--- config.mk ---
export PLATFORM = sky130hd
export DESIGN_NAME = gpl_top
export DESIGN_NICKNAME = d
export VERILOG_FILES = /design/src/logic/gpl_pkg.sv /design/src/logic/gpl_top.sv
export SDC_FILE = /design/constraint.sdc
export NUM_CORES = 1
export LEC_CHECK = 0
export ABC_AREA = 1
export ABC_CLOCK_PERIOD_IN_PS = 3520
export BUFFER_PORTS_ARGS = -buffer_cell sky130_fd_sc_hd__buf_4
export CAP_MARGIN = 25
export CORE_MARGIN = 5
export CORE_UTILIZATION = 25
export CTS_CLUSTER_DIAMETER = 100
export DETAILED_ROUTE_END_ITERATION = 10
export GPL_ROUTABILITY_DRIVEN = 0
export HOLD_SLACK_MARGIN = 0.06
export SYNTH_ARGS = -nofsm -noshare
export SYNTH_HDL_FRONTEND = slang
export SYNTH_HIERARCHICAL = 1
export SYNTH_SLANG_ARGS = --single-unit
--- constraint.sdc ---
create_clock -name sys_clk -period 3.52 [get_ports sys_clk]
set_clock_uncertainty 0.1 [all_clocks]
set_input_delay 0.528 -clock sys_clk [delete_from_list [all_inputs] [get_ports sys_clk]]
set_output_delay 0.528 -clock sys_clk [all_outputs]
set_load 0.01 [all_outputs]
--- src/logic/gpl_pkg.sv ---
// Purpose: Shared constants and types for the generic packet link path
// Assumes: One system clock; registers reached over APB, 32-bit words
// Notes:   Slot and word counts describe OBSAI groups and CPRI frames
package gpl_pkg;
  // Register byte offsets
  localparam logic [7:0]  ADDR_CTRL    = 8'h00;
  localparam logic [7:0]  ADDR_STATUS  = 8'h04;
  localparam logic [7:0]  ADDR_EOP     = 8'h08;
  localparam logic [7:0]  ADDR_ORIGIN  = 8'h0c;
  localparam logic [7:0]  ADDR_MODSTS  = 8'h10;
  // Control register width and reset value
  localparam int          CTRL_W       = 14;
  localparam logic [13:0] CTRL_RST     = 14'h0000;
  // OBSAI framing: 19-byte message, 16-byte payload, 400-byte group
  localparam int          MSG_BYTES    = 19;
  localparam int          PAY_BYTES    = 16;
  localparam int          GROUP_BYTES  = 400;
  // Messages per group; the one byte left over is the comma
  localparam int          OBS_MSGS     = (GROUP_BYTES - 1) / MSG_BYTES;
  localparam logic [4:0]  OBS_COMMA    = 5'(OBS_MSGS);
  localparam logic [1:0]  MSG_LAST     = 2'(PAY_BYTES / 4 - 1);
  localparam logic [3:0]  MSG_WORDS    = 4'(PAY_BYTES / 4);
  // CPRI framing: 16 words per basic frame, 64 control word rows
  localparam logic [3:0]  CPRI_LAST_WD = 4'hf;
  localparam logic [5:0]  CW_LAST_ROW  = 6'h3f;
  // Module error status bit positions
  localparam int          E_NODATA     = 0;
  localparam int          E_SYMBOL     = 1;
  localparam int          E_LENGTH     = 2;
  localparam int          E_DESC       = 3;
  localparam int          E_LCV        = 4;
  localparam int          E_SYNC       = 5;
  localparam int          MSTS_W       = 6;
  // Error origin layout
  localparam int          N_MOD        = 18;
  localparam int          ORG_ENC      = 0;
  localparam int          ORG_DMA      = 1;
  localparam int          ORG_LMON     = 2;
  // Widths and depths
  localparam int          EOP_W        = 24;
  localparam int          DATA_W       = 32;
  localparam int          SYM_W        = 8;
  localparam int          FIFO_DEPTH   = 8;

  // Kind of word placed on the link
  typedef enum logic [1:0] {
    GPL_K_IDLE  = 2'h0,
    GPL_K_ANT   = 2'h1,
    GPL_K_GEN   = 2'h2,
    GPL_K_COMMA = 2'h3
  } gpl_kind_e;

  // Generic packet transmit state, Gray along idle-send-drop
  typedef enum logic [1:0] {
    GPL_TX_IDLE = 2'h0,
    GPL_TX_SEND = 2'h1,
    GPL_TX_DROP = 2'h3
  } gpl_tx_e;

  // Packet word from the DMA side
  typedef struct packed {
    logic        sop;
    logic        eop;
    logic [31:0] data;
  } gpl_pkt_s;

  // Word handed to the link encoder
  typedef struct packed {
    logic        valid;
    gpl_kind_e   kind;
    logic        sop;
    logic        eop;
    logic        delim_null;
    logic [31:0] data;
  } gpl_link_s;

  // Control register layout, bit 13 downward
  typedef struct packed {
    logic [5:0] row_ptr;
    logic       rsvd;
    logic       stream;
    logic       dio;
    logic       scheduler_priority_select;
    logic       null_delim;
    logic       axc;
    logic       cpri;
    logic       en;
  } gpl_ctrl_s;
endpackage : gpl_pkg

--- src/logic/gpl_top.sv ---
// Purpose: Generic packet path between packet DMA and the link encoder
// Assumes: Link strobe and monitor inputs come from logic on sys_clk
// Notes:   One word leaves per strobe; the FIFO absorbs DMA bursts
//
// Operation
// - Generic data rides control slots beside antenna
// - Without antenna stream, generic may use carrier slots
// - OBSAI control path: one slot per 21
// - OBSAI packets are nonzero multiples of 16 bytes
// - CPRI control words: 1/16, from row pointer
// - CPRI carrier slots always use 4B/5B delimiting
// - 19-byte messages, one comma per 400 bytes
// - No timestamp, terminal count or timing checks
// - CPRI starvation truncates packet, flags no data
// - OBSAI starvation held off, packets stay whole
// - Priority select: antenna first or equal share
// - 24-bit wrapping end of packet counter
// - DIO mode counts ingress bursts only
// - Module errors set origin bit and interrupt
// - Encoder flags empty buffer at transmit time
// - Encoder flags symbol index mismatch
// - Flag missing free receive descriptor
// - Flag line code violation and sync loss
`timescale 1ns/1ps

// Packet FIFO; registered ready so back-pressure is a flop
module gpl_fifo #(
  parameter int W     = 34,
  parameter int DEPTH = 8
) (
  input  wire logic                       sys_clk,
  input  wire logic                       resetn,
  input  wire logic                       ce,
  input  wire logic                       in_valid,
  output logic                            in_ready,
  input  wire logic [W-1:0]               in_data,
  output logic                            out_valid,
  input  wire logic                       out_ready,
  output logic [W-1:0]                    out_data,
  output logic [$clog2(DEPTH):0]          count
);
  localparam int AW = $clog2(DEPTH);
  // Whole FIFO state
  typedef struct packed {
    logic [DEPTH-1:0][W-1:0] mem;
    logic [AW-1:0]           wp;
    logic [AW-1:0]           rp;
    logic [AW:0]             cnt;
    logic                    rdy;
  } gpl_fifo_st_s;
  localparam gpl_fifo_st_s RST = '{mem: '0, wp: '0, rp: '0, cnt: '0,
                                   rdy: 1'b1};
  gpl_fifo_st_s st_ff;   // Registered state
  gpl_fifo_st_s nxt_st;  // Next state
  logic         push;    // Word accepted
  logic         pop;     // Word drained

  // Push and pop bookkeeping
  always_comb begin
    nxt_st = st_ff;
    push   = in_valid && st_ff.rdy;
    pop    = out_ready && (st_ff.cnt != '0);
    if (push) begin
      nxt_st.mem[st_ff.wp] = in_data;
      nxt_st.wp            = AW'(st_ff.wp + 1'b1);
    end
    if (pop) begin
      nxt_st.rp = AW'(st_ff.rp + 1'b1);
    end
    nxt_st.cnt = (AW+1)'(st_ff.cnt + {{AW{1'b0}}, push}
                 - {{AW{1'b0}}, pop});
    // Ready from next count: honest full, no combinational path
    nxt_st.rdy = (nxt_st.cnt < (AW+1)'(DEPTH));
  end

  // State register
  always_ff @(posedge sys_clk or negedge resetn) begin
    if (!resetn) begin
      st_ff <= RST;
    end else if (ce) begin
      st_ff <= nxt_st;
    end
  end

  assign in_ready  = st_ff.rdy;
  assign out_valid = (st_ff.cnt != '0);
  assign out_data  = st_ff.mem[st_ff.rp];
  assign count     = st_ff.cnt;
endmodule : gpl_fifo

// Framer top: APB registers, slot scheduler, error aggregation
module gpl_top (
  input  wire logic                      sys_clk,
  input  wire logic                      resetn,
  input  wire logic                      ce,
  input  wire logic                      psel,
  input  wire logic                      penable,
  input  wire logic                      pwrite,
  input  wire logic [7:0]                paddr,
  input  wire logic [31:0]               pwdata,
  output logic [31:0]                    prdata,
  output logic                           pready,
  output logic                           pslverr,
  input  wire logic                      dma_valid,
  output logic                           dma_ready,
  input  wire gpl_pkg::gpl_pkt_s         dma_pkt,
  input  wire logic                      link_strobe,
  input  wire logic                      ant_valid,
  input  wire logic [31:0]               ant_data,
  output logic                           ant_ack,
  output gpl_pkg::gpl_link_s             link_out,
  input  wire logic [7:0]                sym_expected,
  input  wire logic                      ingress_eop,
  input  wire logic                      dio_ingress_burst,
  input  wire logic                      desc_needed,
  input  wire logic                      free_q_empty,
  input  wire logic                      lmon_code_viol,
  input  wire logic                      lmon_sync,
  input  wire logic [17:0]               mod_err_in,
  output logic                           err_irq
);
  // Whole block state
  typedef struct packed {
    gpl_pkg::gpl_ctrl_s  ctrl;
    logic [17:0]         origin;
    logic [5:0]          modsts;
    logic [23:0]         eop;
    logic [4:0]          slot;
    logic [1:0]          mword;
    logic [3:0]          wd;
    logic [5:0]          row;
    logic                msg_gen;
    logic                rr;
    gpl_pkg::gpl_tx_e    tx;
    logic [1:0]          pwords;
    logic                sync_d;
    gpl_pkg::gpl_link_s  link;
    logic                ant_ack;
    logic                pready;
    logic                pslverr;
    logic [31:0]         prdata;
    logic                irq;
  } gpl_top_st_s;

  gpl_top_st_s        s;          // Registered state
  gpl_top_st_s        n;          // Next state
  gpl_pkg::gpl_pkt_s  f_pkt;      // FIFO head
  logic               f_valid;    // FIFO holds a word
  logic [3:0]         f_cnt;      // FIFO fill level
  logic               pop;        // Drain one FIFO word
  logic               have_msg;   // A whole OBSAI payload is buffered
  logic               ctrl_slot;  // Strobe is a control slot or word
  logic               comma;      // Strobe is the group comma
  logic               ant_slot;   // Strobe is a carrier slot
  logic               gen_slot;   // Generic may use this strobe
  logic               ant_want;   // Antenna stream asks for the slot
  logic               conflict;   // Both parties want one slot
  logic               gen_win;    // Generic wins arbitration
  logic               gen_take;   // Generic owns this strobe
  logic               acc;        // APB access phase
  logic               hit;        // Mapped address
  logic [31:0]        rd;         // Read mux
  logic [17:0]        clr_org;    // Origin bits cleared by software
  logic [5:0]         clr_sts;    // Status bits cleared by software
  logic [5:0]         se;         // Status bits set this cycle
  logic [17:0]        org_set;    // Origin bits set this cycle

  // Packet buffer in the DMA path
  gpl_fifo #(.W($bits(gpl_pkg::gpl_pkt_s)), .DEPTH(gpl_pkg::FIFO_DEPTH))
  u_fifo (
    .sys_clk   (sys_clk),
    .resetn    (resetn),
    .ce        (ce),
    .in_valid  (dma_valid),
    .in_ready  (dma_ready),
    .in_data   (dma_pkt),
    .out_valid (f_valid),
    .out_ready (pop),
    .out_data  (f_pkt),
    .count     (f_cnt)
  );

  // Slot classification for the current strobe
  always_comb begin
    have_msg  = (f_cnt >= gpl_pkg::MSG_WORDS);
    ctrl_slot = s.ctrl.cpri ? (s.wd == 4'h0) : (s.slot == 5'h00);
    comma     = !s.ctrl.cpri && (s.slot == gpl_pkg::OBS_COMMA);
    ant_slot  = !ctrl_slot && !comma;
    // Control path keeps carrier slots for antenna data
    if (s.ctrl.axc) begin
      gen_slot = ant_slot;
    end else if (s.ctrl.cpri) begin
      gen_slot = ctrl_slot && (s.row >= s.ctrl.row_ptr);
    end else begin
      gen_slot = ctrl_slot;
    end
    ant_want = s.ctrl.stream && ant_valid && ant_slot;
    conflict = s.ctrl.axc && gen_slot && ant_want && f_valid;
    // Zero: antenna first; one: alternate fairly
    if (conflict) begin
      gen_win = s.ctrl.scheduler_priority_select && s.rr;
    end else begin
      gen_win = 1'b1;
    end
    // No timestamp or terminal count gates generic words
    if (!s.ctrl.en || (s.tx == gpl_pkg::GPL_TX_DROP)) begin
      gen_take = 1'b0;
    end else if (s.ctrl.cpri) begin
      gen_take = gen_slot && gen_win;
    end else if (s.mword == 2'h0) begin
      // Start a message only with a full payload on hand
      gen_take = gen_slot && gen_win && have_msg;
    end else begin
      gen_take = s.msg_gen;
    end
  end

  // Next state: bus, scheduler, counters, errors
  always_comb begin
    n         = s;
    pop       = 1'b0;
    se        = '0;
    clr_org   = '0;
    clr_sts   = '0;
    n.link    = '0;
    n.ant_ack = 1'b0;
    acc       = psel && penable;
    hit       = 1'b1;
    rd        = 32'h0;
    // Register read mux; reserved bits read zero
    unique case (paddr)
      gpl_pkg::ADDR_CTRL:   rd = {18'h0, s.ctrl};
      gpl_pkg::ADDR_STATUS: rd = {25'h0, s.sync_d, f_cnt, s.tx};
      gpl_pkg::ADDR_EOP:    rd = {8'h0, s.eop};
      gpl_pkg::ADDR_ORIGIN: rd = {14'h0, s.origin};
      gpl_pkg::ADDR_MODSTS: rd = {26'h0, s.modsts};
      default:              hit = 1'b0;
    endcase
    // APB: one wait state, write lands on the completing edge
    if (acc && !s.pready) begin
      n.pready  = 1'b1;
      n.prdata  = rd;
      n.pslverr = !hit;
    end else if (acc) begin
      n.pready  = 1'b0;
      n.pslverr = 1'b0;
      if (pwrite && (paddr == gpl_pkg::ADDR_CTRL)) begin
        n.ctrl      = gpl_pkg::gpl_ctrl_s'(pwdata[13:0]);
        n.ctrl.rsvd = 1'b0;
      end
      if (pwrite && (paddr == gpl_pkg::ADDR_ORIGIN)) begin
        clr_org = pwdata[17:0];
      end
      if (pwrite && (paddr == gpl_pkg::ADDR_MODSTS)) begin
        clr_sts = pwdata[5:0];
      end
    end
    // Drop the remainder of a truncated packet
    if ((s.tx == gpl_pkg::GPL_TX_DROP) && f_valid) begin
      pop = 1'b1;
      if (f_pkt.eop) begin
        n.tx = gpl_pkg::GPL_TX_IDLE;
      end
    end
    // One link word per strobe
    if (link_strobe) begin
      if (conflict) begin
        n.rr = !s.rr;
      end
      if (!s.ctrl.cpri && (s.mword == 2'h0)) begin
        n.msg_gen = gen_take;
        // Packet waiting but payload short: slot skipped
        if (gen_slot && gen_win && s.ctrl.en && !have_msg
            && (s.tx == gpl_pkg::GPL_TX_SEND)) begin
          se[gpl_pkg::E_NODATA] = 1'b1;
        end
      end
      if (comma) begin
        n.link.valid = 1'b1;
        n.link.kind  = gpl_pkg::GPL_K_COMMA;
      end else if (gen_take && f_valid) begin
        pop               = 1'b1;
        n.link.valid      = 1'b1;
        n.link.kind       = gpl_pkg::GPL_K_GEN;
        n.link.sop        = f_pkt.sop;
        n.link.eop        = f_pkt.eop;
        n.link.data       = f_pkt.data;
        // Carrier slots in CPRI never offer NULL delimiting
        n.link.delim_null = s.ctrl.cpri && !s.ctrl.axc
                            && s.ctrl.null_delim;
        n.pwords          = f_pkt.sop ? 2'h1 : 2'(s.pwords + 2'h1);
        if (f_pkt.sop && (f_pkt.data[7:0] != sym_expected)) begin
          se[gpl_pkg::E_SYMBOL] = 1'b1;
        end
        // OBSAI length must close on a 16-byte boundary
        if (f_pkt.eop && !s.ctrl.cpri
            && ((f_pkt.sop ? 2'h0 : s.pwords) != gpl_pkg::MSG_LAST)) begin
          se[gpl_pkg::E_LENGTH] = 1'b1;
        end
        n.tx = f_pkt.eop ? gpl_pkg::GPL_TX_IDLE : gpl_pkg::GPL_TX_SEND;
      end else if (gen_take && (s.tx == gpl_pkg::GPL_TX_SEND)) begin
        // DMA late in CPRI: close packet with a plain end
        n.link.valid          = 1'b1;
        n.link.kind           = gpl_pkg::GPL_K_GEN;
        n.link.eop            = 1'b1;
        n.link.delim_null     = s.ctrl.cpri && !s.ctrl.axc
                                && s.ctrl.null_delim;
        n.tx                  = gpl_pkg::GPL_TX_DROP;
        se[gpl_pkg::E_NODATA] = 1'b1;
      end else if (ant_want) begin
        n.link.valid = 1'b1;
        n.link.kind  = gpl_pkg::GPL_K_ANT;
        n.link.data  = ant_data;
        n.ant_ack    = 1'b1;
      end
      // Frame position counters
      if (s.ctrl.cpri) begin
        n.wd = 4'(s.wd + 4'h1);
        if (s.wd == gpl_pkg::CPRI_LAST_WD) begin
          n.row = 6'(s.row + 6'h01);
        end
      end else if (comma) begin
        n.slot  = 5'h00;
        n.mword = 2'h0;
      end else begin
        n.mword = 2'(s.mword + 2'h1);
        if (s.mword == gpl_pkg::MSG_LAST) begin
          n.slot = 5'(s.slot + 5'h01);
        end
      end
    end
    // End of packet counter, wraps at 24 bits
    if (s.ctrl.dio ? dio_ingress_burst : ingress_eop) begin
      n.eop = 24'(s.eop + 24'h000001);
    end
    // Link monitor and descriptor errors
    se[gpl_pkg::E_DESC] = desc_needed && free_q_empty;
    se[gpl_pkg::E_LCV]  = lmon_code_viol;
    se[gpl_pkg::E_SYNC] = s.sync_d && !lmon_sync;
    n.sync_d            = lmon_sync;
    // Set wins over a same-cycle software clear
    n.modsts = (s.modsts & ~clr_sts) | se;
    org_set  = mod_err_in;
    org_set[gpl_pkg::ORG_ENC] = mod_err_in[gpl_pkg::ORG_ENC]
                                | (|se[2:0]);
    org_set[gpl_pkg::ORG_DMA] = mod_err_in[gpl_pkg::ORG_DMA]
                                | se[gpl_pkg::E_DESC];
    org_set[gpl_pkg::ORG_LMON] = mod_err_in[gpl_pkg::ORG_LMON]
                                | (|se[5:4]);
    n.origin = (s.origin & ~clr_org) | org_set;
    n.irq    = |n.origin;
  end

  // Single state register, frozen while ce is low
  always_ff @(posedge sys_clk or negedge resetn) begin
    if (!resetn) begin
      s      <= '0;
      s.ctrl <= gpl_pkg::gpl_ctrl_s'(gpl_pkg::CTRL_RST);
    end else if (ce) begin
      s <= n;
    end
  end

  // Outputs straight from flops
  assign prdata   = s.prdata;
  assign pready   = s.pready;
  assign pslverr  = s.pslverr;
  assign ant_ack  = s.ant_ack;
  assign link_out = s.link;
  assign err_irq  = s.irq;

  // Checks beside the logic
  chk_obs_ctrl_slot: assert property (
    @(posedge sys_clk) disable iff (!resetn)
    (ce && link_strobe && !s.ctrl.cpri && !s.ctrl.axc && gen_take)
      |-> (s.slot == 5'h00))
    else $error("generic word outside OBSAI control slot");
  chk_cpri_ctrl_word: assert property (
    @(posedge sys_clk) disable iff (!resetn)
    (ce && link_strobe && s.ctrl.cpri && !s.ctrl.axc && gen_take)
      |-> ((s.wd == 4'h0) && (s.row >= s.ctrl.row_ptr)))
    else $error("generic word outside CPRI control rows");
  chk_axc_delim: assert property (
    @(posedge sys_clk) disable iff (!resetn)
    (link_out.valid && (link_out.kind == gpl_pkg::GPL_K_GEN)
     && $past(s.ctrl.cpri) && $past(s.ctrl.axc)) |-> !link_out.delim_null)
    else $error("NULL delimiter on CPRI carrier slot");
  chk_comma_slot: assert property (
    @(posedge sys_clk) disable iff (!resetn)
    (ce && link_strobe && !s.ctrl.cpri && (s.slot == gpl_pkg::OBS_COMMA))
      |=> (link_out.valid && (link_out.kind == gpl_pkg::GPL_K_COMMA)))
    else $error("missing comma at group end");
  chk_cpri_trunc: assert property (
    @(posedge sys_clk) disable iff (!resetn)
    (ce && link_strobe && s.ctrl.cpri && gen_take && !f_valid
     && (s.tx == gpl_pkg::GPL_TX_SEND))
      |=> ((s.tx == gpl_pkg::GPL_TX_DROP) && link_out.eop
           && s.modsts[gpl_pkg::E_NODATA]))
    else $error("starved CPRI packet not truncated");
  chk_eop_count: assert property (
    @(posedge sys_clk) disable iff (!resetn)
    (ce && ingress_eop && !s.ctrl.dio)
      |=> (s.eop == 24'($past(s.eop) + 24'h000001)))
    else $error("end of packet count did not advance");
  chk_dio_count: assert property (
    @(posedge sys_clk) disable iff (!resetn)
    (ce && s.ctrl.dio && !dio_ingress_burst) |=> $stable(s.eop))
    else $error("end of packet count moved without burst");
  chk_origin_irq: assert property (
    @(posedge sys_clk) disable iff (!resetn)
    (ce && (|mod_err_in)) |=> (err_irq && (|s.origin)))
    else $error("module error did not raise interrupt");
  chk_desc_starve: assert property (
    @(posedge sys_clk) disable iff (!resetn)
    (ce && desc_needed && free_q_empty)
      |=> (s.modsts[gpl_pkg::E_DESC] && s.origin[gpl_pkg::ORG_DMA]))
    else $error("descriptor starvation not flagged");
endmodule : gpl_top

After elaboration in Yosys (flattened, before gate mapping). Index checks and enable logic that the tools add are counted.

Word-level logic and storage cells: 210. Output and inout port bits: 75. Bits in registers: 442. Bits of input ports: 147.

Order comparisons: 6. Mux-type cells: 60. Reductions and logical operators: 68. Equality and inequality tests: 11. Bitwise logic cells: 12. Add/subtract/negate cells: 10.

Operators by type and width (count): $bwmux W272 (1); $pmux W24 S5 (1); $bmux W34 S3 (1); $demux W34 S3 (1); $mux W34 (3); $mux W33 (2); $mux W18 (3); $mux W39 (1); $mux W36 (1); $logic_and A1 B1 Y1 (33); $add A24 B1 Y24 const B (1); $mux W1 (22); $mux W2 (11); $and A18 B18 Y18 (1); $mux W3 (6); $mux W6 (3); $not A18 Y18 (1); $or A18 B18 Y18 (1); $reduce_or A18 Y1 (1); $eq A8 B4 Y1 const B (2); $reduce_and A4 Y1 (4); $reduce_and A3 Y1 (4); $logic_not A1 Y1 (10); $reduce_and A2 Y1 (5); 38 further kinds (48).

Logic depth before layout (Yosys ltp). Gate-level depths: netlist of the first run.

Depth in word-level cells: 23. Gate-level depth with buffers: 24. Mapped depth without buffers: 24.

By module. The synthesis of the first run kept the hierarchy.

By module, submodules not included: gpl_fifo (area each 14173.6 um^2, instances 1, sequential area each 7083.0 um^2, cells each 1951); gpl_top (area each 8082.8 um^2, instances 1, sequential area each 3778.6 um^2, cells each 976).

Worst setup path after synthesis of the first run. Ideal clock, no wire load.

Kind: register to register. Start point: reg u_fifo.st_ff (netlist bit u_fifo/count[2]). End point: reg u_fifo.st_ff (netlist bit u_fifo/count[2]). Path slack: 0.468 ns. Buffers on the path: 0. Stages on the path, launching flop included: 19. Data arrival time: 2.870 ns. Path through: dfrtp_1 inv_1 ha_1 nand3_1 nand2_1 a21oi_1 nand3_1 nand2_1 nand2_2 nand3_2 nor2_1 a31o_2 and2_1 ha_1 inv_1 ha_1 fa_1 xnor2_1 o21ai_0.

Cells in the longest elaborated chain, start to end: 14. Elaborated cells between the ends (all ways): 18.

RTL lines: start, declared (RTL line gpl_top.sv:53) `gpl_fifo_st_s st_ff;`; start signal, assigned (RTL line gpl_top.sv:81) `st_ff <= nxt_st;`; $reduce_bool A4 Y1 (*) (RTL line gpl_top.sv:86) `assign out_valid = (st_ff.cnt != '0);`; named net f_valid (RTL line gpl_top.sv:148) `logic f_valid;`; $logic_and A1 B1 Y1 (RTL line gpl_top.sv:198) `conflict = s.ctrl.axc && gen_slot && ant_want && f_valid;`; $mux W1 (RTL line gpl_top.sv:200) `if (conflict) begin`; $logic_and A1 B1 Y1 (RTL line gpl_top.sv:209, gpl_top.sv:212); $logic_and A1 B1 Y1 (RTL line gpl_top.sv:212) `gen_take = gen_slot && gen_win && have_msg;`; $mux W1 (RTL line gpl_top.sv:210) `end else if (s.mword == 2'h0) begin`; $mux W1 (RTL line gpl_top.sv:208) `end else if (s.ctrl.cpri) begin`; $mux W1 (RTL line gpl_top.sv:206) `if (!s.ctrl.en || (s.tx == gpl_pkg::GPL_TX_DROP)) begin`; $logic_and A1 B1 Y1 (RTL line gpl_top.sv:281) `end else if (gen_take && f_valid) begin`; $mux W1 (RTL line gpl_top.sv:281); $mux W1 (RTL line gpl_top.sv:278) `if (comma) begin`; $mux W1 (*) (RTL line gpl_top.sv:266) `if (link_strobe) begin`; named net pop (RTL line gpl_top.sv:150) `logic pop;`; $logic_and A1 B1 Y1 (*) (RTL line gpl_top.sv:62) `pop = out_ready && (st_ff.cnt != '0);`; $sub A4 B1 Y4 (*) (RTL line gpl_top.sv:71) `- {{AW{1'b0}}, pop});`.

Mark *: on every way through the listed nets, which the timed path passes. The rest lies on a longest branch. A chain may end at the register's enable or synchronous reset.

Worst setup path after layout of the first run.
Start point: reg s[81] in the netlist's numbering. End point: reg u_fifo.st_ff (netlist bit u_fifo/count[2]).

Cells in the longest elaborated chain, start to end: 19.

RTL lines: start, declared (RTL line gpl_top.sv:145) `gpl_top_st_s s;`; start signal, assigned (RTL line gpl_top.sv:360) `s <= n;`; $ge A6 B6 Y1 (*) (RTL line gpl_top.sv:193) `gen_slot = ctrl_slot && (s.row >= s.ctrl.row_ptr);`; $logic_and A1 B1 Y1 (*) (RTL line gpl_top.sv:193); $mux W1 (*) (RTL line gpl_top.sv:192) `end else if (s.ctrl.cpri) begin`; $mux W1 (*) (RTL line gpl_top.sv:190) `if (s.ctrl.axc) begin`; $logic_and A1 B1 Y1 (3 in series) (RTL line gpl_top.sv:198); $mux W1 (RTL line gpl_top.sv:200); $logic_and A1 B1 Y1 (*) (RTL line gpl_top.sv:209, gpl_top.sv:212); $logic_and A1 B1 Y1 (RTL line gpl_top.sv:212); [... 2 more ...]; $mux W1 (*) (RTL line gpl_top.sv:206); $logic_and A1 B1 Y1 (*) (RTL line gpl_top.sv:281); $mux W1 (*) (RTL line gpl_top.sv:281); $mux W1 (*) (RTL line gpl_top.sv:278); $mux W1 (*) (RTL line gpl_top.sv:266); named net pop (RTL line gpl_top.sv:150); $logic_and A1 B1 Y1 (*) (RTL line gpl_top.sv:62); $sub A4 B1 Y4 (*) (RTL line gpl_top.sv:71).

Marks and branches as above.

==> results.md, run 1 <==
- s[81] — FF-to-FF Start
- s[81] — CP Launch Point
- 0 — Setup-failing EPs final
- 5 — top fanout value on the critical path
- 255 ps — post-route setup slack
- sky130_fd_sc_hd__dfrtp_1 — commonest register cell after synthesis
- 434 — Yosys reg bits
- 0 — Congestion Overflow GR
- 233 ps — setup slack after placement
- u_fifo/count[2] — reg-to-reg endpoint
- 308 um — vertical extent of the die
- 0 — Post CTS Setup Buffer Count
- 943 x sky130_fd_sc_hd__nand2_1, 431 x sky130_fd_sc_hd__dfrtp_1, 272 x sky130_fd_sc_hd__nor2_1 — most frequent cells in the layout
- 14.4% — overall global routing resource usage
- 48 — count of different cell masters after synthesis
- 25.2% — initial cell density of the core
- u_fifo/count[2] — crit path capture
- in2reg — HP Class
- 100% — async set or reset register ratio after synthesis
- simple AND/OR/NAND/NOR gates — main combinational cell family by area after synthesis
- 92.2 ps — Final Hold Slack
- 7.60 um2 — Syn Area/Cell
- 43.1% — relative slew slack
- 260 ps — register-to-register path setup slack
- 92.8% — part of the cycle the worst path needs
- 1535 — initial detailed-routing violation count
- 22 — Worst Reg2Reg Path Length in Cells
- 0 — max-cap violation count
- 3260 ps — final critical path time including I/O delays and setup
- 853 ps — worst slew pin tran
- 0.306 GHz — achievable frequency
- 109 mm — first-pass GRT wire length
- 4105 — dpl cells
- 771 mW/mm2 — power density relative to cell area
- 13.1 nW — leakage power of the design
- register — element type at the critical path end
- 85 — maximum number of pins on one net before global-route repair
- 0 ps — Post-Route Setup TNS
- 0.101% — multiplexer area fraction after synthesis
- 308 um — die span in x
- 47.5 mm — post-DP HPWL
- 434 — Clock Sink Count
- 18974 — via total after detailed routing
- 0 — final number of max-transition violations
- false — unrepaired setup endpoints after global routing
- 70.3 mm — Detailed Route WL
- 0.0244 mm2 — Area after DPL
- 222 — Top Ports
- 0 — number of DRC violations after detailed routing
- 0.0262 mm2 — final instance area
- 3930 ps — required time at the endpoint of the critical path
- 4.50 — per-cell via count in the routed design
- 0 — EDFF count, synth
- 0 — post-route antenna net violation count
- 60 ps — Reg clk slew, reported paths
- 0 — number of endpoints with negative hold slack in the final report
- 27.6% — basic-gate share of the synthesized area counting and, or, nand and nor cells
- 109 — count of standard-cell rows
- 4216 — Final Instance Count excl. Fillers
- 0.00904 mm2 — combined area of the multi-input logic cells
- 0.374 mV — maximum ir drop on the vdd rail
- 47 — clock buffers created by TritonCTS
- 0.0884 mm2 — core area
- 2927 — cells after synthesis
- 17.7% — Layout Area Growth over Synthesis
- 19 — antenna violations before repair
- 9523 — filler cell count
- 5 — Pre-antenna DRT Iters
- 199 — count of input and output buffers
- 3 — Max Buffers Root-to-Sink
- 12.3% — ratio of cells with drive above 1 in the final layout
- 2 — H-tree levels
- 16.7 um — average wire per cell in the routed design
- sky130_fd_sc_hd__nand2_1 — most frequent standard cell in the layout excluding fill and tap cells
- 9.80% — synthesized-area fraction occupied by ao, oa, aoi and oai cells
- 48.8% — register area share after synthesis
- yes — CTS tree
- sky130_fd_sc_hd__clkbuf_16 — root cell of the clock tree
- 3179 — number of nets in the finished design
- 0.0109 mm2 — area used by sequential logic in the layout
- 6 — YS warnings
- 0.0223 mm2 — post-synthesis instance area
- complete, no violations — outcome
- 3680 ps — worst path arrival time
- register — crit path launch type
- 0.0951 mm2 — die area
- 600 ps — latest clock arrival within the worst-skew pair
- 1.33% — fraction of the mapped netlist area in adder cells
- 18221 — number of global-route vias before repair
- reg2reg — kind of critical path
- 1.57% — XOR/XNOR Fraction of Synth Area
report_power, final:
part | switching, mW | total (mW) | internal (mW)
clock | 2.12 | 4.93 | 2.81
combinational | 4.94 | 7.55 | 2.61
sequential | 0.894 | 7.72 | 6.83
cell type report:
cell class                 instances  share of cell area (%)
multi-input combinational       1983                    34.5
tap                             1165                    5.57
clock inverter                    10                   0.463
sequential                       434                    41.5
inverter                         259                    3.72
clock buffer                      73                    5.33
timing repair buffer             284                    8.84
antenna                            8                  0.0764
critical path, stage by stage (launching register included):
cell and delay, ps:
sky130_fd_sc_hd__dfrtp_1 400, sky130_fd_sc_hd__inv_1 120, sky130_fd_sc_hd__ha_1 240, sky130_fd_sc_hd__inv_1 50, sky130_fd_sc_hd__nand2_1 40, sky130_fd_sc_hd__nand2_1 60, sky130_fd_sc_hd__nand2_1 50, sky130_fd_sc_hd__nand2_1 50
sky130_fd_sc_hd__nand2_1 60, sky130_fd_sc_hd__nand2_1 60, sky130_fd_sc_hd__nand2_1 60, sky130_fd_sc_hd__nand2_1 80, sky130_fd_sc_hd__nand2_2 90, sky130_fd_sc_hd__nand3_2 110, sky130_fd_sc_hd__nor2_1 70, sky130_fd_sc_hd__a31o_2 220
sky130_fd_sc_hd__and2_1 160, sky130_fd_sc_hd__ha_1 270, sky130_fd_sc_hd__inv_1 40, sky130_fd_sc_hd__ha_1 200, sky130_fd_sc_hd__fa_1 390, sky130_fd_sc_hd__xnor2_1 140, sky130_fd_sc_hd__o21ai_0 150
cells in the mapped netlist (all sizes together), types with 3 or more instances:
cell / number / area [um2]
a211oi: 6 / 45.0
a21oi: 67 / 335
a221oi: 5 / 43.8
a22oi: 11 / 82.6
a31oi: 14 / 87.6
buf: 191 / 1180
clkbuf: 67 / 254
clkinv: 3 / 11.3
dfrtp: 433 / 10800
ha: 22 / 275
inv: 256 / 961
nand2: 945 / 3550
nand3: 231 / 1180
nand4: 13 / 81.3
nor2: 284 / 1110
nor3: 17 / 146
nor4: 4 / 31.3
o21ai: 285 / 1430
o21bai: 5 / 37.5
o22ai: 7 / 43.8
o31ai: 4 / 30.0
or2: 4 / 25.0
xnor2: 10 / 87.6
xor2: 30 / 263
worst min-delay path by stage:
stage	startpoint	to	slack, ps	depth (start not counted)
floorplan	resetn	ant_ack	130	0
global placement	u_fifo/st_ff[102]	u_fifo/st_ff[102]	350	2
detailed placement	u_fifo/st_ff[80]	u_fifo/st_ff[80]	350	2
CTS	ant_data[31]	link_out[31]	60	3
global route	ant_data[20]	link_out[20]	80	3
finish	ant_data[23]	link_out[23]	90	3
stage by stage:
stage	utilization (%)	total power [mW]
finish	29.6	20.2
global route	29.6	21.8
CTS	29.6	20.4
detailed placement	27.7	15.3
global placement	27.7	15.2
floorplan	-	13.0
per-layer routing:
metal	vias up	global-route usage [%]	wire (um)
li1	9301	-	-
met1	9001	18.9	30500
met2	545	23.7	32300
met3	105	3.96	5940
met4	22	3.39	1370
met5	-	0	141
flip-flops by register name, summed over array words and instances, names as in the netlist:
name and flops:
u_fifo/st_ff 278, s 85, link_out 38, prdata 24, u_fifo/count 4, ant_ack 1, err_irq 1, pready 1
pslverr 1, u_fifo/in_ready 1
kinds of logic after synthesis:
| kind of cell | count (synthesis) |
|---|---|
| adder cells (fa/ha/maj) | 23 |
| multiplexers | 2 |
| AND/OR/NAND/NOR | 1500 |
| flip-flops | 434 |
| buffers and inverters | 517 |
| other | 1 |
| XOR/XNOR | 40 |
| AO/OA/AOI/OAI | 410 |
timing repair:
action	4_1_cts	5_1_grt
endpoints found under the setup margin	0	1
endpoints found under the hold margin	94	0
hold buffers	20	0
gates resized for setup	0	1
No activity file was read; power rests on OpenSTA's default activity.
==> inputs of run 2 (changes only) <==
- CORE_UTILIZATION: 25 -> 35
==> run 2 against run 1 <==
  * Power increased by 0.58%
  * Combinational power increased by 0.9%
  * Sequential share of layout area increased by 0.59 points
  * Via count about the same
  * Final cell count decreased by 7.5%
  * Critical path type unchanged
  * Critical endpoint unchanged
  * Largest cell class unchanged
  * Largest power group unchanged
==> results.md, run 2 (same netlist as run 1, synthesis figures left out) <==
- complete, no violations — outcome
- 3 — Max Buffers Root-to-Sink, unchanged
- 3640 ps — worst path arrival time, -40 ps
- 6 — Pre-antenna DRT Iters, +1
- register — element type at the critical path end
- 278 — flip-flop count of the largest register, all copies and words added, unchanged
- 60 ps — Reg clk slew, reported paths, about the same
- 0 — max-cap violation count, unchanged
- 12.6% — ratio of cells with drive above 1 in the final layout, +0.36 points
- 40.9% — Finished Core Util, +11 points
- yes — CTS tree
- 400 ps — Worst path max stage delay, about the same
- 0.0631 mm2 — core area, -29%
- 18231 — number of global-route vias before repair, +0.055%
- 3900 ps — required time at the endpoint of the critical path, -30 ps
- 199 — count of input and output buffers, unchanged
- 47 — clock buffers created by TritonCTS, unchanged
- inv_2 -> ha_1 -> inv_1 -> nand2_1 -> nand2_1 -> nand2_1 -> nand2_1 -> nand2_1 -> nand2_1 -> nand2_1 -> nand2_1 -> nand2_2 -> nand3_2 -> nor2_1 -> a31o_2 -> and2_1 -> ha_1 -> inv_1 -> ha_1 -> fa_1 -> xnor2_1 -> o21ai_1 — worst-path cell chain
- reg2reg — kind of critical path
- 81 — maximum number of pins on one net before global-route repair, -4.7%
- 20.3 mW — Pwr Total, +0.58%
- 0.412 mV — maximum ir drop on the vdd rail, +10%
- 5 — top fanout value on the critical path, unchanged
- 49.3% — relative slew slack, +6.2 points
- 2 — H-tree levels, unchanged
- sky130_fd_sc_hd__clkbuf_16 — root cell of the clock tree
- 222 — Top Ports, unchanged
- 68.2 mm — Detailed Route WL, -3.0%
- 0 — Setup-failing EPs final, unchanged
- 3260 ps — final critical path time including I/O delays and setup, -9.44 ps
- 600 ps — latest clock arrival within the worst-skew pair, about the same
- 0 — post-route antenna net violation count, unchanged
- 6470 — filler cell count, -32%
- 0 — number of DRC violations after detailed routing, unchanged
- 434 — Clock Sink Count, unchanged
- 0 — number of endpoints with negative hold slack in the final report, unchanged
- ant_data[14] — origin of the worst min-delay path
- 3188 — number of nets in the finished design, +0.28%
- 2 — antenna violations before repair, -17
- 80.7 ps — Final Hold Slack, -11.5 ps
- 16.0% — Layout Area Growth over Synthesis
- 1538 — initial detailed-routing violation count, +0.20%
- sky130_fd_sc_hd__nand2_1 — crit-path most repeated cell
- 13.1 nW — leakage power of the design, +0.25%
- 787 mW/mm2 — power density relative to cell area, +2.0%
- in2reg — HP Class
- 0.0687 mm2 — die area, -28%
- 943 x sky130_fd_sc_hd__nand2_1, 431 x sky130_fd_sc_hd__dfrtp_1, 272 x sky130_fd_sc_hd__nor2_1 — most frequent cells in the layout
- 262 um — vertical extent of the die, -15%
- sky130_fd_sc_hd__fa_1 — slowest stage cell, crit path
- 92 — count of standard-cell rows, -16%
- s[81] — FF-to-FF Start
- 106 mm — first-pass GRT wire length, -2.6%
- u_fifo/st_ff — most flop-heavy register
- 757 ps — worst slew pin tran, -95.6 ps
- 0 ps — Post-Route Setup TNS, unchanged
- false — unrepaired setup endpoints after global routing
- register — crit path launch type
- 0 — Congestion Overflow GR, unchanged
- 17.5 um — average wire per cell in the routed design, +4.9%
- 0.307 GHz — achievable frequency, +0.29%
- 92.5% — part of the cycle the worst path needs, -0.27 points
- 0.0109 mm2 — area used by sequential logic in the layout, unchanged
- 18990 — via total after detailed routing, +0.084%
- 0.00904 mm2 — combined area of the multi-input logic cells, unchanged
- sky130_fd_sc_hd__nand2_1 — most frequent standard cell in the layout excluding fill and tap cells
- 45.5 mm — post-DP HPWL, -4.2%
- 0 — final number of max-transition violations, unchanged
- s[81] — CP Launch Point
- 35.3% — initial cell density of the core, +10 points
- 4.87 — per-cell via count in the routed design, +8.2%
- 19.4% — overall global routing resource usage, +5.0 points
- 262 um — die span in x, -15%
-- run 2: cell types whose count changed in the layout (fill, tap and decap cells not counted), sizes merged --
| cell | previous run | this run |
|---|---|---|
| diode | 8 | 2 |
| clkbuf | 73 | 72 |
| bufinv | 1 | 3 |
| dlygate4sd3 | 20 | 18 |
| clkinv | 11 | 10 |
| buf | 264 | 275 |
-- run 2: final cells by class --
| cell class | count | area share (%) |
|---|---|---|
| sequential | 434 | 42.1 |
| multi-input combinational | 1983 | 35.0 |
| antenna | 2 | 0.0194 |
| clock buffer | 72 | 5.27 |
| timing repair buffer | 293 | 9.11 |
| clock inverter | 11 | 0.649 |
| tap | 846 | 4.10 |
| inverter | 259 | 3.77 |
-- run 2: repair_timing --
action | 4_1_cts | 5_1_grt
buffers inserted | 0 | 0
resized for setup | 0 | 3
endpoints found under the setup margin | 0 | 1
hold buffers | 18 | 0
endpoints found under the hold margin | 87 | 0
-- run 2: per-stage QoR --
| stage | cells | setup WS [ps] | instance area, um2 |
|---|---|---|---|
| 2_1_floorplan | 2934 | 468 | 22300 |
| 3_3_place_gp | 3797 | 258 | 24100 |
| 3_5_place_dp | 3797 | 212 | 24100 |
| 4_1_cts | 3898 | 205 | 25800 |
| 5_1_grt | 3898 | 27.9 | 25800 |
| 6_report | 3900 | 265 | 25800 |
-- run 2: worst paths after layout --
| path | endpoint | slack, ps | cells after the start |
|---|---|---|---|
| max reg2reg | u_fifo/count[2] | 260 | 22 |
| min | link_out[14] | 80 | 3 |
| max | u_fifo/count[2] | 260 | 22 |
| min in group asynchronous | s[157] | 460 | 2 |
| max in group asynchronous | link_out[27] | 1860 | 4 |
| min reg2reg | u_fifo/st_ff[92] | 370 | 2 |
-- run 2: power breakdown --
group | leakage [nW] | internal, mW | switching, mW
combinational | 7.05 | 2.61 | 5.01
sequential | 5.29 | 6.83 | 0.865
clock | 0.748 | 2.89 | 2.12
-- run 2: routing by layer --
layer  GRT usage [%]  vias up  share of wire, %
met2            32.6      519                47
met5               0        -                 0
met4            5.08        0               2.2
met1            26.1     9059                44
li1                -     9319                 -
met3            3.60       93               6.8
-- run 2: worst max-delay path: cells and delay by family (launching register included) --
family / cells / cell delay, ps
compound gates: 2 / 300
fa+ha+maj: 4 / 1140
xor+xnor: 1 / 180
flops: 1 / 380
buf+inv: 3 / 160
simple gates: 12 / 870
==> inputs of run 3 (changes only) <==
- ABC_AREA: 1 -> default
==> run 3 against run 2 <==
  * Sequential power is 7.2% lower
  * Global-route usage is 2.8 points lower
  * Via count is 29% lower
  * Maximum frequency is 2.8% lower
  * Final cell count is 34% lower
  * Critical path depth is 7 lower
  * Synthesized area is 5.8% lower
  * Worst setup slack worse by 95 ps
  * Combinational power is 55% lower
  * Register-to-register slack worse by 90 ps
  * Synthesized cell count is 46% lower
  * Core utilization is 1.8 points higher
  * Critical endpoint unchanged
==> results.md, run 3 <==
- complete, no violations — outcome
- 60 ps — Reg clk slew, reported paths, about the same
- 11.5 nW — leakage power of the design, -12%
- 3 — Max Buffers Root-to-Sink, unchanged
- 14367 — number of global-route vias before repair, -21%
- sky130_fd_sc_hd__dfrtp_1 — slowest stage cell, crit path
- reg2reg — kind of critical path
- 0 — max-cap violation count, unchanged
- 95.2% — part of the cycle the worst path needs, +2.7 points
- 54.8 mm — Detailed Route WL, -20%
- 430 x sky130_fd_sc_hd__dfrtp_1, 257 x sky130_fd_sc_hd__mux2_2, 246 x sky130_fd_sc_hd__buf_4 — most frequent cells in the layout
- 13492 — via total after detailed routing, -29%
- s[87] — CP Launch Point
- 0 — final number of max-transition violations, unchanged
- 43.2% — relative slew slack, -6.1 points
- 1942 — number of nets in the finished design, -39%
- 0 — number of DRC violations after detailed routing, unchanged
- sky130_fd_sc_hd__dfrtp_1 — cell with the most instances after synthesis
- 15.9 mW — Pwr Total, -22%
- 0.0210 mm2 — post-synthesis instance area, -5.8%
- 0 — EDFF count, synth, unchanged
- sky130_fd_sc_hd__dfrtp_1 — leading area contributor after synthesis
- sky130_fd_sc_hd__dfrtp_1 — commonest register cell after synthesis
- 3350 ps — final critical path time including I/O delays and setup, +94.8 ps
- 2 — buffer and inverter count on the worst path, -1
- 0.358 mV — maximum ir drop on the vdd rail, -13%
- 0.298 GHz — achievable frequency, -2.8%
- 199 — count of input and output buffers, unchanged
- 35.4% — initial cell density of the core, +0.12 points
- yes — CTS tree
- sky130_fd_sc_hd__dfrtp_1 52%, sky130_fd_sc_hd__mux2_2 14%, sky130_fd_sc_hd__mux4_2 7.3% — ranking of synthesized cells by area
- 84.9 mm — first-pass GRT wire length, -20%
- 278 — flip-flop count of the largest register, all copies and words added, unchanged
- 6 — YS warnings, unchanged
- 3760 ps — worst path arrival time, +120 ps
- 0 ps — Post-Route Setup TNS, unchanged
- sky130_fd_sc_hd__dfrtp_1 — most frequent standard cell in the layout excluding fill and tap cells
- 434 — Yosys reg bits, unchanged
- 21.2 um — average wire per cell in the routed design, +21%
- sky130_fd_sc_hd__ha_1 — crit-path most repeated cell
- 434 — Clock Sink Count, unchanged
- 7 — antenna violations before repair, +5
- 600 ps — latest clock arrival within the worst-skew pair, about the same
- 628 mW/mm2 — power density relative to cell area, -20%
- 0.0649 mm2 — die area, -5.5%
- 2440 — dpl cells, -36%
- 2587 — Final Instance Count excl. Fillers, -34%
- 13.4 um2 — Syn Area/Cell, +76%
- 4 — top fanout value on the critical path, -1
- in2reg — HP Class
- register — crit path launch type
- 222 — Top Ports, unchanged
- 5.22 — per-cell via count in the routed design, +7.1%
- u_fifo/st_ff — most flop-heavy register
- 16.7% — overall global routing resource usage, -2.8 points
- 3930 ps — required time at the endpoint of the critical path, +30 ps
- 255 um — vertical extent of the die, -2.8%
- s[87] — FF-to-FF Start
- 94 — maximum number of pins on one net before global-route repair, +16%
- register — element type at the critical path end
- 433 x sky130_fd_sc_hd__dfrtp_1, 257 x sky130_fd_sc_hd__mux2_2, 104 x sky130_fd_sc_hd__nand2_1 — cell types with the highest counts after synthesis
- 2 — H-tree levels, unchanged
- mod_err_in[13] — origin of the worst min-delay path
- 38.8% — ratio of cells with drive above 1 in the final layout, +26 points
- 615 — initial detailed-routing violation count, -60%
- 36.6 mm — post-DP HPWL, -20%
- 400 ps — Worst path max stage delay, about the same
- 852 ps — worst slew pin tran, +95.0 ps
- inv_1 -> ha_1 -> nor4bb_2 -> a31oi_2 -> a32oi_2 -> o31a_1 -> o21ai_1 -> and2_1 -> nor2b_1 -> ha_1 -> inv_1 -> ha_1 -> fa_1 -> xnor2_1 -> a21oi_1 — worst-path cell chain
- 7 — Pre-antenna DRT Iters, +1
- 255 um — die span in x, -2.8%
- 51.7% — fraction of synthesized cell area taken by the top area cell type, +3.0 points
- 0.0592 mm2 — core area, -6.1%
- adder cells — delay-heaviest family, CP
- 51.8% — register area share after synthesis, +3.0 points
- 0 — Setup-failing EPs final, unchanged
- 20.6% — Layout Area Growth over Synthesis
- 1571 — cells after synthesis, -46%
- 0 — number of endpoints with negative hold slack in the final report, unchanged
- 0 — post-route antenna net violation count, unchanged
- 89 — count of standard-cell rows, -3.3%
- sky130_fd_sc_hd__clkbuf_16 — root cell of the clock tree
- 49 — clock buffers created by TritonCTS, +4.3%
- 0 — Congestion Overflow GR, unchanged
- 100% — async set or reset register ratio after synthesis, unchanged
- 79 — count of different cell masters after synthesis, +65%
## run 3: cell type report
class                   count  area [um2]
inverters                  28         105
clock buffers              73        1470
diodes                      3        7.51
clock inverters            17         241
fillers                  5458       33900
flip-flops and latches    434       10900
repair buffers            307        2530
multi-input cells         952        9110
well taps                 773         967
## run 3: through the flow
step	hold WS [ps]	utilization (%)	setup WS, ps	area, um2
2_1_floorplan	132	-	259	21000
3_3_place_gp	353	38.8	162	23000
6_report	88.5	42.7	170	25300
5_1_grt	69.1	42.7	-24.9	25300
4_1_cts	60.7	42.6	39.6	25200
3_5_place_dp	360	38.8	77.4	23000
## run 3: logic make-up after synthesis
kind of cell | synth area share, %
DFF | 51.8
muxes | 25.7
and+or+nand+nor | 7.78
buffers and inverters | 5.37
AOI/OAI and AO/OA | 5.98
xor gates and xnor gates | 2.00
adders and majority gates | 1.41
other | 0.0179
## run 3: final timing paths
path,endpoint,slack (ps),cells after the start
min in group asynchronous,link_out[9],470,2
max,u_fifo/count[2],170,15
max in group asynchronous,s[101],1880,3
max reg2reg,u_fifo/count[2],170,15
min,s[141],90,2
min reg2reg,prdata[22],370,2
## run 3: power by group
part	internal (mW)	total, mW	leakage, nW	switching (mW)
clock network	3.19	5.34	0.837	2.14
registers	6.40	7.14	5.64	0.734
logic	2.05	3.40	5.01	1.36
## run 3: layer usage
layer | GRT usage (%) | vias to the layer above | routed length, um
met5 | 0 | - | 68
met4 | 4.27 | 10 | 1070
met3 | 3.67 | 80 | 2910
met2 | 26.9 | 291 | 26000
met1 | 23.1 | 7025 | 24800
li1 | - | 6086 | -
## run 3: what timing repair did
action                                 in CTS  in global routing
endpoints found under the hold margin     142                  0
hold buffers                               53                  0
setup endpoints to repair                   0                  4
resized for setup                           0                  8
buffers inserted                            0                  1
